<file path="src/rtl/csl_pkg.sv">
// constants and types shared by the serial link transmitter
//--------------------------------------------------------------------
// What this block does
// - lanes run 8b/10b or 64b/66b, picked by the mode input.
// - 8b/10b output uses plain character stream readable by older receivers.
// - up to eight lanes are enabled by the lane count input.
// - 64b/66b blocks carry a sync header instead of using sync request.
// - sync request low in 8b/10b starts code group synchronization.
// - in 64b/66b the sync request pin only feeds oscillator sync.
// - each sysref event resets the multiframe or multiblock counter.
// - device clock runs all logic and lane serializer words.
// - no command channel is carried in 64b/66b blocks.
// - forward error correction is applied to 64b/66b lane data on enable.
// - no three-bit crc is generated in 64b/66b mode.
// - sync request arrives on a dedicated single-ended input pin.
// - only subclass 1 behaviour, still usable by subclass 0 receivers.
// - all lanes of the link start and align together.
// - no multipoint alignment reference input exists.
// - sync request timing accepts both older handshake revisions.
// - while sync request is low in 8b/10b, every enabled lane sends k28.5 commas.
// - after sync rises, wait multiframe edge, send four k28.0..k28.3 multiframes.
// - 64b/66b always scrambled; 8b/10b optionally; alignment sequence never scrambled.
//--------------------------------------------------------------------
package csl_pkg;
    localparam int CSL_MAX_LANES     = 8;
    localparam int CSL_ILAS_MFRAMES  = 4;
    localparam logic [7:0] CSL_K28_5 = 8'hbc;
    localparam logic [7:0] CSL_K28_0 = 8'h1c;
    localparam logic [7:0] CSL_K28_3 = 8'h7c;
    localparam logic [1:0] CSL_HDR_DATA = 2'h1;
    localparam logic [1:0] CSL_HDR_CTRL = 2'h2;
    localparam logic [14:0] CSL_SCR8_SEED  = 15'h7fff;
    localparam logic [57:0] CSL_SCR64_SEED = 58'h3ff_ffff_ffff_ffff;

    typedef enum logic [1:0] {
        CSL_ST_IDLE = 2'b00,
        CSL_ST_CGS  = 2'b01,
        CSL_ST_ILAS = 2'b11,
        CSL_ST_DATA = 2'b10
    } csl_state_t;
endpackage

</file>
<file path="src/rtl/csl_lane.sv">
// one lane: scrambler, k-char insert, 64b/66b header and parity
module csl_lane
    import csl_pkg::*;
(
    // clock and reset
    input  wire logic        core_clk,
    input  wire logic        rst,
    // control
    input  wire logic        mode_64b66b,
    input  wire logic        scramble_en,
    input  wire logic        fec_en,
    input  wire logic        lane_en,
    input  wire logic        send_k,
    input  wire logic [7:0]  k_char,
    input  wire logic        hdr_ctrl,
    // payload
    input  wire logic [63:0] payload,
    // output word
    output logic [65:0]      lane_word,
    output logic             lane_is_k,
    output logic             lane_parity
);
    logic [14:0] scr8;
    logic [57:0] scr64;
    logic [7:0]  next_octet;
    logic [63:0] next_block;

    // octet scrambler x^15+x^14+1, block scrambler x^58+x^39+1
    always_comb begin
        next_octet = payload[7:0];
        for (int i = 0; i < 8; i++) begin
            next_octet[i] = payload[i] ^ scr8[14 - i] ^ scr8[13 - i];
        end
        next_block = payload;
        for (int i = 0; i < 64; i++) begin
            next_block[i] = payload[i] ^ ((i < 39) ? scr64[38 - i] : 1'b0)
                            ^ ((i < 58) ? scr64[57 - i] : 1'b0);
        end
    end

    always_ff @(posedge core_clk) begin
        if (rst) begin
            scr8  <= CSL_SCR8_SEED;
            scr64 <= CSL_SCR64_SEED;
        end else begin
            if (!mode_64b66b && scramble_en && !send_k)
                scr8 <= {scr8[6:0], next_octet};
            if (mode_64b66b)
                scr64 <= next_block[63:6];
        end
    end

    always_ff @(posedge core_clk) begin
        if (rst) begin
            lane_word   <= '0;
            lane_is_k   <= 1'b0;
            lane_parity <= 1'b0;
        end else if (!lane_en) begin
            lane_word   <= '0;
            lane_is_k   <= 1'b0;
            lane_parity <= 1'b0;
        end else if (mode_64b66b) begin
            // always scrambled, no command channel, no crc3 bits
            lane_word   <= {next_block, hdr_ctrl ? CSL_HDR_CTRL : CSL_HDR_DATA};
            lane_is_k   <= 1'b0;
            lane_parity <= fec_en ? ^next_block : 1'b0;
        end else if (send_k) begin
            // alignment characters bypass the scrambler
            lane_word   <= {58'h0, k_char};
            lane_is_k   <= 1'b1;
            lane_parity <= 1'b0;
        end else begin
            lane_word   <= {58'h0, scramble_en ? next_octet : payload[7:0]};
            lane_is_k   <= 1'b0;
            lane_parity <= 1'b0;
        end
    end
endmodule

</file>
<file path="src/rtl/csl_tx.sv">
// top of the multi-lane serial link transmitter
module csl_tx
    import csl_pkg::*;
#(
    parameter int LANES  = CSL_MAX_LANES,
    parameter int MF_LEN = 32
) (
    // clock and reset
    input  wire logic                core_clk,
    input  wire logic                rst,
    // configuration
    input  wire logic                mode_64b66b,
    input  wire logic                scramble_en,
    input  wire logic                fec_en,
    input  wire logic [3:0]          lane_count,
    // link control
    input  wire logic                sync_request_single_ended_pin_n,
    input  wire logic                sysref,
    // samples
    input  wire logic [64*LANES-1:0] lane_payload,
    // lanes
    output logic [66*LANES-1:0]      lane_word,
    output logic [LANES-1:0]         lane_is_k,
    output logic [LANES-1:0]         lane_parity,
    output logic                     nco_sync,
    output logic                     link_up,
    output logic                     payload_ready
);
    localparam int MFW = $clog2(MF_LEN);
    localparam logic [MFW-1:0] MF_LAST = MFW'(MF_LEN - 1);

    csl_state_t  state;
    logic [MFW-1:0] mf_cnt;
    logic [1:0]  ilas_cnt;
    logic        sync_q;
    logic        sysref_q;
    logic        mf_edge;
    logic        sync_rise;
    logic [7:0]  k_char;
    logic        send_k;

    //------------------------------------------------------------
    // multiframe counter
    //------------------------------------------------------------
    assign mf_edge   = (mf_cnt == MF_LAST);
    assign sync_rise = sync_request_single_ended_pin_n && !sync_q;

    always_ff @(posedge core_clk) begin
        if (rst) begin
            sysref_q <= 1'b0;
            mf_cnt   <= '0;
        end else begin
            sysref_q <= sysref;
            if (sysref && !sysref_q)
                mf_cnt <= '0;
            else
                mf_cnt <= mf_edge ? '0 : mf_cnt + 1'b1;
        end
    end

    // sync pin sampled directly; each level is acted upon
    always_ff @(posedge core_clk) begin
        if (rst)
            sync_q <= 1'b1;
        else
            sync_q <= sync_request_single_ended_pin_n;
    end

    // 64b/66b passes the pin only to oscillator sync
    assign nco_sync = mode_64b66b && !sync_request_single_ended_pin_n;

    //------------------------------------------------------------
    // link state
    //------------------------------------------------------------
    always_ff @(posedge core_clk) begin
        if (rst) begin
            state    <= CSL_ST_IDLE;
            ilas_cnt <= '0;
        end else if (mode_64b66b) begin
            state    <= CSL_ST_DATA;
            ilas_cnt <= '0;
        end else if (!sync_request_single_ended_pin_n) begin
            state    <= CSL_ST_CGS;
            ilas_cnt <= '0;
        end else begin
            case (state)
                CSL_ST_IDLE: state <= CSL_ST_IDLE;
                CSL_ST_CGS: begin
                    if (mf_edge)
                        state <= CSL_ST_ILAS;
                end
                CSL_ST_ILAS: begin
                    if (mf_edge) begin
                        ilas_cnt <= ilas_cnt + 1'b1;
                        if (ilas_cnt == 2'(CSL_ILAS_MFRAMES - 1))
                            state <= CSL_ST_DATA;
                    end
                end
                default: state <= state;
            endcase
        end
    end

    always_comb begin
        send_k = 1'b0;
        k_char = CSL_K28_5;
        if (!mode_64b66b) begin
            if (state == CSL_ST_CGS || state == CSL_ST_IDLE) begin
                send_k = 1'b1;
            end else if (state == CSL_ST_ILAS && mf_cnt == '0) begin
                send_k = 1'b1;
                k_char = CSL_K28_0;
            end else if (state == CSL_ST_ILAS && mf_edge) begin
                send_k = 1'b1;
                k_char = CSL_K28_3;
            end else if (state == CSL_ST_ILAS) begin
                send_k = 1'b1;
                k_char = CSL_K28_5;
            end
        end
    end

    assign link_up       = (state == CSL_ST_DATA);
    assign payload_ready = link_up;

    //------------------------------------------------------------
    // lanes share one state so they align together
    //------------------------------------------------------------
    for (genvar g = 0; g < LANES; g++) begin : g_lane
        csl_lane u_lane (
            .core_clk    (core_clk),
            .rst         (rst),
            .mode_64b66b (mode_64b66b),
            .scramble_en (scramble_en || mode_64b66b),
            .fec_en      (fec_en),
            .lane_en     (g < lane_count),
            .send_k      (send_k),
            .k_char      (k_char),
            .hdr_ctrl    (1'b0),
            .payload     (lane_payload[64*g +: 64]),
            .lane_word   (lane_word[66*g +: 66]),
            .lane_is_k   (lane_is_k[g]),
            .lane_parity (lane_parity[g])
        );
    end

    //------------------------------------------------------------
    // checks
    //------------------------------------------------------------
    a_cgs_commas: assert property (@(posedge core_clk) disable iff (rst)
        (!mode_64b66b && !sync_request_single_ended_pin_n) ##1 !mode_64b66b
        |=> lane_is_k[0]) else $error("commas missing during sync request");
    a_sysref_reset: assert property (@(posedge core_clk) disable iff (rst)
        (sysref && !sysref_q) |=> mf_cnt == '0) else $error("sysref did not reset counter");
    a_sync_restart: assert property (@(posedge core_clk) disable iff (rst)
        (!mode_64b66b && !sync_request_single_ended_pin_n) |=> state == CSL_ST_CGS)
        else $error("no restart on sync low");
    a_ilas_start: assert property (@(posedge core_clk) disable iff (rst)
        (state == CSL_ST_CGS && $changed(state) == 0 && !mode_64b66b
         && sync_request_single_ended_pin_n && mf_edge) |=> state == CSL_ST_ILAS)
        else $error("alignment did not start at multiframe edge");
    a_mode_data: assert property (@(posedge core_clk) disable iff (rst)
        mode_64b66b |=> link_up) else $error("64b66b not in data");
    a_nco_only: assert property (@(posedge core_clk) disable iff (rst)
        mode_64b66b ##1 mode_64b66b |-> state == CSL_ST_DATA)
        else $error("sync pin affected 64b66b link");
    a_no_k_64: assert property (@(posedge core_clk) disable iff (rst)
        mode_64b66b ##1 mode_64b66b |-> lane_is_k == '0) else $error("k char in 64b66b");
    a_ilas_len: assert property (@(posedge core_clk) disable iff (rst)
        (state == CSL_ST_ILAS && ilas_cnt == 2'h3 && mf_edge
         && sync_request_single_ended_pin_n && !mode_64b66b) |=> link_up)
        else $error("alignment length wrong");


    //------------------------------------------------------------
    // alignment characters, watched on lane 0
    //------------------------------------------------------------
    // lanes share send_k and k_char, so lane 0 stands for every enabled lane
    a_ilas_open: assert property (@(posedge core_clk) disable iff (rst)
        (state == CSL_ST_ILAS && mf_cnt == '0 && !mode_64b66b
         && lane_count != '0)
        |=> (lane_is_k[0] && lane_word[7:0] == CSL_K28_0))
        else $error("multiframe did not open with start mark");

    a_ilas_close: assert property (@(posedge core_clk) disable iff (rst)
        (state == CSL_ST_ILAS && mf_edge && mf_cnt != '0
         && !mode_64b66b && lane_count != '0)
        |=> (lane_is_k[0] && lane_word[7:0] == CSL_K28_3))
        else $error("multiframe did not close with end mark");

    // payload octets only once the link is up
    a_data_no_k: assert property (@(posedge core_clk) disable iff (rst)
        (state == CSL_ST_DATA && !mode_64b66b)
        |=> lane_is_k == '0)
        else $error("control character in data phase");

    a_link_drop: assert property (@(posedge core_clk) disable iff (rst)
        (!mode_64b66b && !sync_request_single_ended_pin_n)
        |=> !link_up)
        else $error("link stayed up under sync request");

    //------------------------------------------------------------
    // multiframe counter
    //------------------------------------------------------------
    a_cnt_wrap: assert property (@(posedge core_clk) disable iff (rst)
        (mf_edge && !(sysref && !sysref_q))
        |=> mf_cnt == '0)
        else $error("multiframe counter did not wrap");

    a_cnt_step: assert property (@(posedge core_clk) disable iff (rst)
        (!mf_edge && !(sysref && !sysref_q))
        |=> mf_cnt == $past(mf_cnt) + 1'b1)
        else $error("multiframe counter skipped");

    //------------------------------------------------------------
    // lane framing
    //------------------------------------------------------------
    // a disabled lane must stay quiet so the receiver sees no stray commas
    a_lane_off: assert property (@(posedge core_clk) disable iff (rst)
        (lane_count == '0)
        |=> (lane_word[65:0] == '0 && !lane_is_k[0] && !lane_parity[0]))
        else $error("disabled lane not quiet");

    a_hdr_data: assert property (@(posedge core_clk) disable iff (rst)
        (mode_64b66b && lane_count != '0)
        |=> lane_word[1:0] == CSL_HDR_DATA)
        else $error("block header not data");

    // parity bit only exists for blocks
    a_no_parity_8b: assert property (@(posedge core_clk) disable iff (rst)
        !mode_64b66b
        |=> lane_parity == '0)
        else $error("parity bit in 8b10b mode");

    a_nco_8b: assert property (@(posedge core_clk) disable iff (rst)
        !mode_64b66b |-> !nco_sync)
        else $error("oscillator sync in 8b10b mode");

    //------------------------------------------------------------
    // main scenarios
    //------------------------------------------------------------
    c_cgs:  cover property (@(posedge core_clk) state == CSL_ST_CGS);
    c_ilas: cover property (@(posedge core_clk) state == CSL_ST_ILAS);
    c_data: cover property (@(posedge core_clk) link_up && !mode_64b66b);
    c_rise: cover property (@(posedge core_clk) sync_rise && !mode_64b66b);
    c_blk:  cover property (@(posedge core_clk) link_up && mode_64b66b);
endmodule

</file>
<file path="config.mk">
export PLATFORM = sky130hd
export DESIGN_NAME = csl_tx
export DESIGN_NICKNAME = d
export VERILOG_FILES = /design/src/rtl/csl_pkg.sv /design/src/rtl/csl_lane.sv /design/src/rtl/csl_tx.sv
export SDC_FILE = /design/constraint.sdc
export NUM_CORES = 2
export LEC_CHECK = 0
export BUFFER_PORTS_ARGS = -buffer_cell sky130_fd_sc_hd__buf_2
export CAP_MARGIN = 20
export CORE_AREA = 2 2 414 416
export CTS_BUF_LIST = sky130_fd_sc_hd__clkbuf_4
export CTS_CLUSTER_SIZE = 20
export DETAILED_ROUTE_END_ITERATION = 10
export DIE_AREA = 0 0 416 418
export GPL_ROUTABILITY_DRIVEN = 0
export SYNTH_ARGS = -nofsm -noshare
export SYNTH_HDL_FRONTEND = slang
export SYNTH_SLANG_ARGS = --single-unit
</file>
<file path="constraint.sdc">
create_clock -name core_clk -period 5.8 [get_ports core_clk]
set_input_delay 0.87 -clock core_clk [delete_from_list [all_inputs] [get_ports core_clk]]
set_output_delay 0.87 -clock core_clk [all_outputs]
set_load 0.02 [all_outputs]
</file>
==> run_results.csv <==
group,metric,value,unit
synthesis,synth_top_family_by_area,"XOR/XNOR gates",
power_and_ir_drop,p_leak,27.86,nW
global_route,antenna_found_initial,15,
routing,routed_wl,187.2,mm
global_route,gr-usage-met1,24.97,%
synthesis,synth_seq_area_share,47.62,%
cells_and_area,finish.instance_area,64600,sq um
placed_design,placed_cells,8327,
global_route,busiest_layer,"met2",
sta,worst_pin_slew,1.183,ns
clock_network,cts_tree,"built",
clock_network,cts_root_buf,"clkbuf_4",
floorplan,ios,1070,
synthesis,syn_inst,5287,
synthesis,synth_area_per_cell,9.049,sq um
setup_path,critical_path_arrival,2.94,ns
setup_path,crit_path_end_kind,"output port",
global_route,grt_max_degree,156,
placed_design,hpwlAfterDp,136.9,mm
run_status,status,"complete, no violations",
setup_path,cp_max_fo,12,
sta,hold_viol_final,0,
synthesis,yosys_warnings,0,
synthesis,syn_nets,5819,
clock_network,clkLatencyLatePin,1.33,ns
global_route,grtUsageMet2,34.49,%
global_route,grt_pass1_wl,269.6,mm
synthesis,synth_common_cells,"1138 x dfxtp_1, 1095 x nand2_1, 997 x xnor2_1",
setup_path,reg2reg_from,"state[0]",
floorplan,rows,151,
global_route,track_usage,20.65,%
clock_network,numCtsBuffers,338,
power_and_ir_drop,p_per_area,352.0,nW/um^2
routing,vias,42660,
floorplan,die_x,416,microns
setup_path,start_kind,"flip-flop",
global_route,grt_pass1_vias,42490,
placed_design,portBuffers,1069,
placed_design,post_dp_cell_area,55260,sq um
synthesis,synth.area.top_cells,"dfxtp_1 48%, xnor2_1 18%, nand2_1 8.6%, xor2_1 8.3%, o21ai_0 4.6%",
synthesis,synth_most_common_cell,"dfxtp_1",
clock_network,postCtsSetupBuffers,0,
setup_path,critPathKind,"flip-flop to output port",
routing,via_per_inst,4.531,
sta,fmax,262.3,MHz
synthesis,yosys.area.top_type,"dfxtp_1",
synthesis,synthXorXnorAreaFrac,27.59,%
setup_path,r2r_slack,2.34,ns
routing,dr.pass1.iters,6,
setup_path,r2r_end,"g_lane[4].u_lane.scr8[13]",
setup_path,cp.required,4.93,ns
cells_and_area,area_delta_synth_final,35.03,%
worst_hold_path,worstHoldStart,"lane_payload[465]",
floorplan,initial_core_util,28.29,%
cells_and_area,fin_cells,9417,
synthesis,synth_adder_area_share,0.2354,%
sta,period_minus_slack,3.813,ns
synthesis,synth-seq-cells,1138,
floorplan,design.die.area,173900,sq um
routing,ant_nets,0,
sta,slew_viol_final,0,
clock_network,clk_pin_slew,0.07,ns
worst_hold_path,whs_path_depth,4,
sta,fin_tns_setup,0,ns
synthesis,synthDistinctLibCells,33,
sta,slew_headroom,21.07,%
floorplan,core,169100,sq um
job,maxCapViolCount,0,
worst_hold_path,hold_path_class,"primary input to flip-flop",
clock_network,post_cts_resize_count,0,
routing,drc,0,
setup_path,reg2reg_depth,7,
routing,avgRoutedWirePerCell,19.88,microns
sta,setup_viol,0,
sta,holdWs,0.2084,ns
synthesis,synth-simple-area-share,14.37,%
clock_network,h-tree-depth,5,
worst_hold_path,min_to,"g_lane[7].u_lane.lane_word[19]",
sta,skew,0.09588,ns
floorplan,die_y,418,microns
sta,rsz0062_at_grt,"false",
clock_network,cts_sinks,1138,
clock_network,cts_hold_buf,518,
synthesis,async_flop_share,0,%
global_route,use_met3,5.200,%
synthesis,synth_compound_area_share,6.732,%
global_route,overflow,0,
routing,drt_iter0_drc,2690,
sta,period_share,65.74,%
cells_and_area,drive_gt1_share,22.62,%
synthesis,synthMuxAreaShare,1.004,%
power_and_ir_drop,ir_drop,0.2214,mV
synthesis,synth_flop_cell,"dfxtp_1",
cells_and_area,nNetsFinal,7501,
synthesis,syn_area,47840,sq um
synthesis,synth.top_cell.area_share,47.62,%
clock_network,cts_buffer_depth,4,
synthesis,synth_enable_flop_cells,0,
[metal layers]
layer | wire [microns] | vias to the layer above
met4 | 7905 | 12
li1 | - | 20290
met2 | 89240 | 1825
met1 | 76790 | 20100
met5 | 66 | -
met3 | 13190 | 435
[stage by stage]
| step | power (W) | util (%) | setup slack [ns] |
|---|---|---|---|
| 2_1_floorplan | 0.01317 | - | 2.906 |
| 3_5_place_dp | 0.01491 | 32.68 | 2.006 |
| 6_report | 0.02274 | 38.20 | 1.987 |
| 5_1_grt | 0.02395 | 38.19 | 1.636 |
| 3_3_place_gp | 0.01486 | 32.68 | 2.064 |
| 4_1_cts | 0.02299 | 38.15 | 1.664 |
[kinds of logic (layout without fill, tap and decap cells)]
logic type,Yosys count,after routing
simple gates,1743,1743
xor+xnor,1474,1474
flops,1138,1138
compound gates,580,580
buf+inv,295,2187
mux,48,48
fa+ha+maj,9,9
other cells,0,20
[where the power goes]
part | total (W) | internal, W | switching, W
logic | 0.00617 | 0.00299 | 0.00318
registers | 0.00891 | 0.00843 | 0.000479
clock network | 0.00767 | 0.00406 | 0.00361
[state kept, by name, indices dropped and copies added, names as in the netlist]
name                       flops
g_lane.u_lane.lane_word      528
g_lane.u_lane.scr64          464
g_lane.u_lane.scr8           120
g_lane.u_lane.lane_is_k        8
g_lane.u_lane.lane_parity      8
mf_cnt                         5
ilas_cnt                       2
state                          2
sysref_q                       1
[layout by cell type (no fill, tap or decap), drive strengths merged, types with 7 or more instances in the layout]
cell type | Yosys | routed
a21oi | 31 | 31
and2 | 43 | 43
a221oi | 40 | 40
nor3 | 15 | 15
nor2 | 475 | 475
and3 | 25 | 25
xnor2 | 997 | 997
nand3 | 71 | 71
dfxtp | 1138 | 1138
dlygate4sd3 | 0 | 518
nand2 | 1095 | 1095
clkbuf | 242 | 478
o21ai | 442 | 442
xnor3 | 21 | 21
or3 | 10 | 10
buf | 39 | 1105
mux2i | 48 | 48
inv | 13 | 17
clkinv | 1 | 62
o211ai | 53 | 53
xor2 | 456 | 456
ha | 9 | 9
diode | 0 | 20
bufinv | 0 | 7
[worst max-delay path by stage]
| stage | startpoint | endpoint | slack (ns) | cells past startpoint |
|---|---|---|---|---|
| final | state[0] | link_up | 1.99 | 3 |
| after detailed placement | mode_64b66b | g_lane[2].u_lane.lane_word[60] | 2.01 | 7 |
| after CTS | state[0] | payload_ready | 1.66 | 3 |
| after global placement | rst | g_lane[6].u_lane.scr64[16] | 2.06 | 5 |
| after global routing | state[0] | link_up | 1.64 | 3 |
| after floorplan | lane_payload[122] | g_lane[1].u_lane.lane_parity | 2.91 | 7 |
[worst max-delay path, stage by stage, from the launching register on]
cell	delay (ns)
dfxtp_1	0.36
inv_1	0.10
ha_1	0.88
buf_2	0.32
[final cells by class]
| type | count | area [sq um] |
|---|---|---|
| fillers | 16860 | 104500 |
| multi-input cells | 3854 | 23990 |
| flip-flops and latches | 1138 | 22780 |
| repair buffers | 1623 | 10890 |
| clock buffers | 478 | 3588 |
| well taps | 2218 | 2775 |
| clock inverters | 72 | 465.4 |
| inverters | 14 | 60.06 |
| diodes | 20 | 50.05 |
Power figures use the tool's default switching activity.
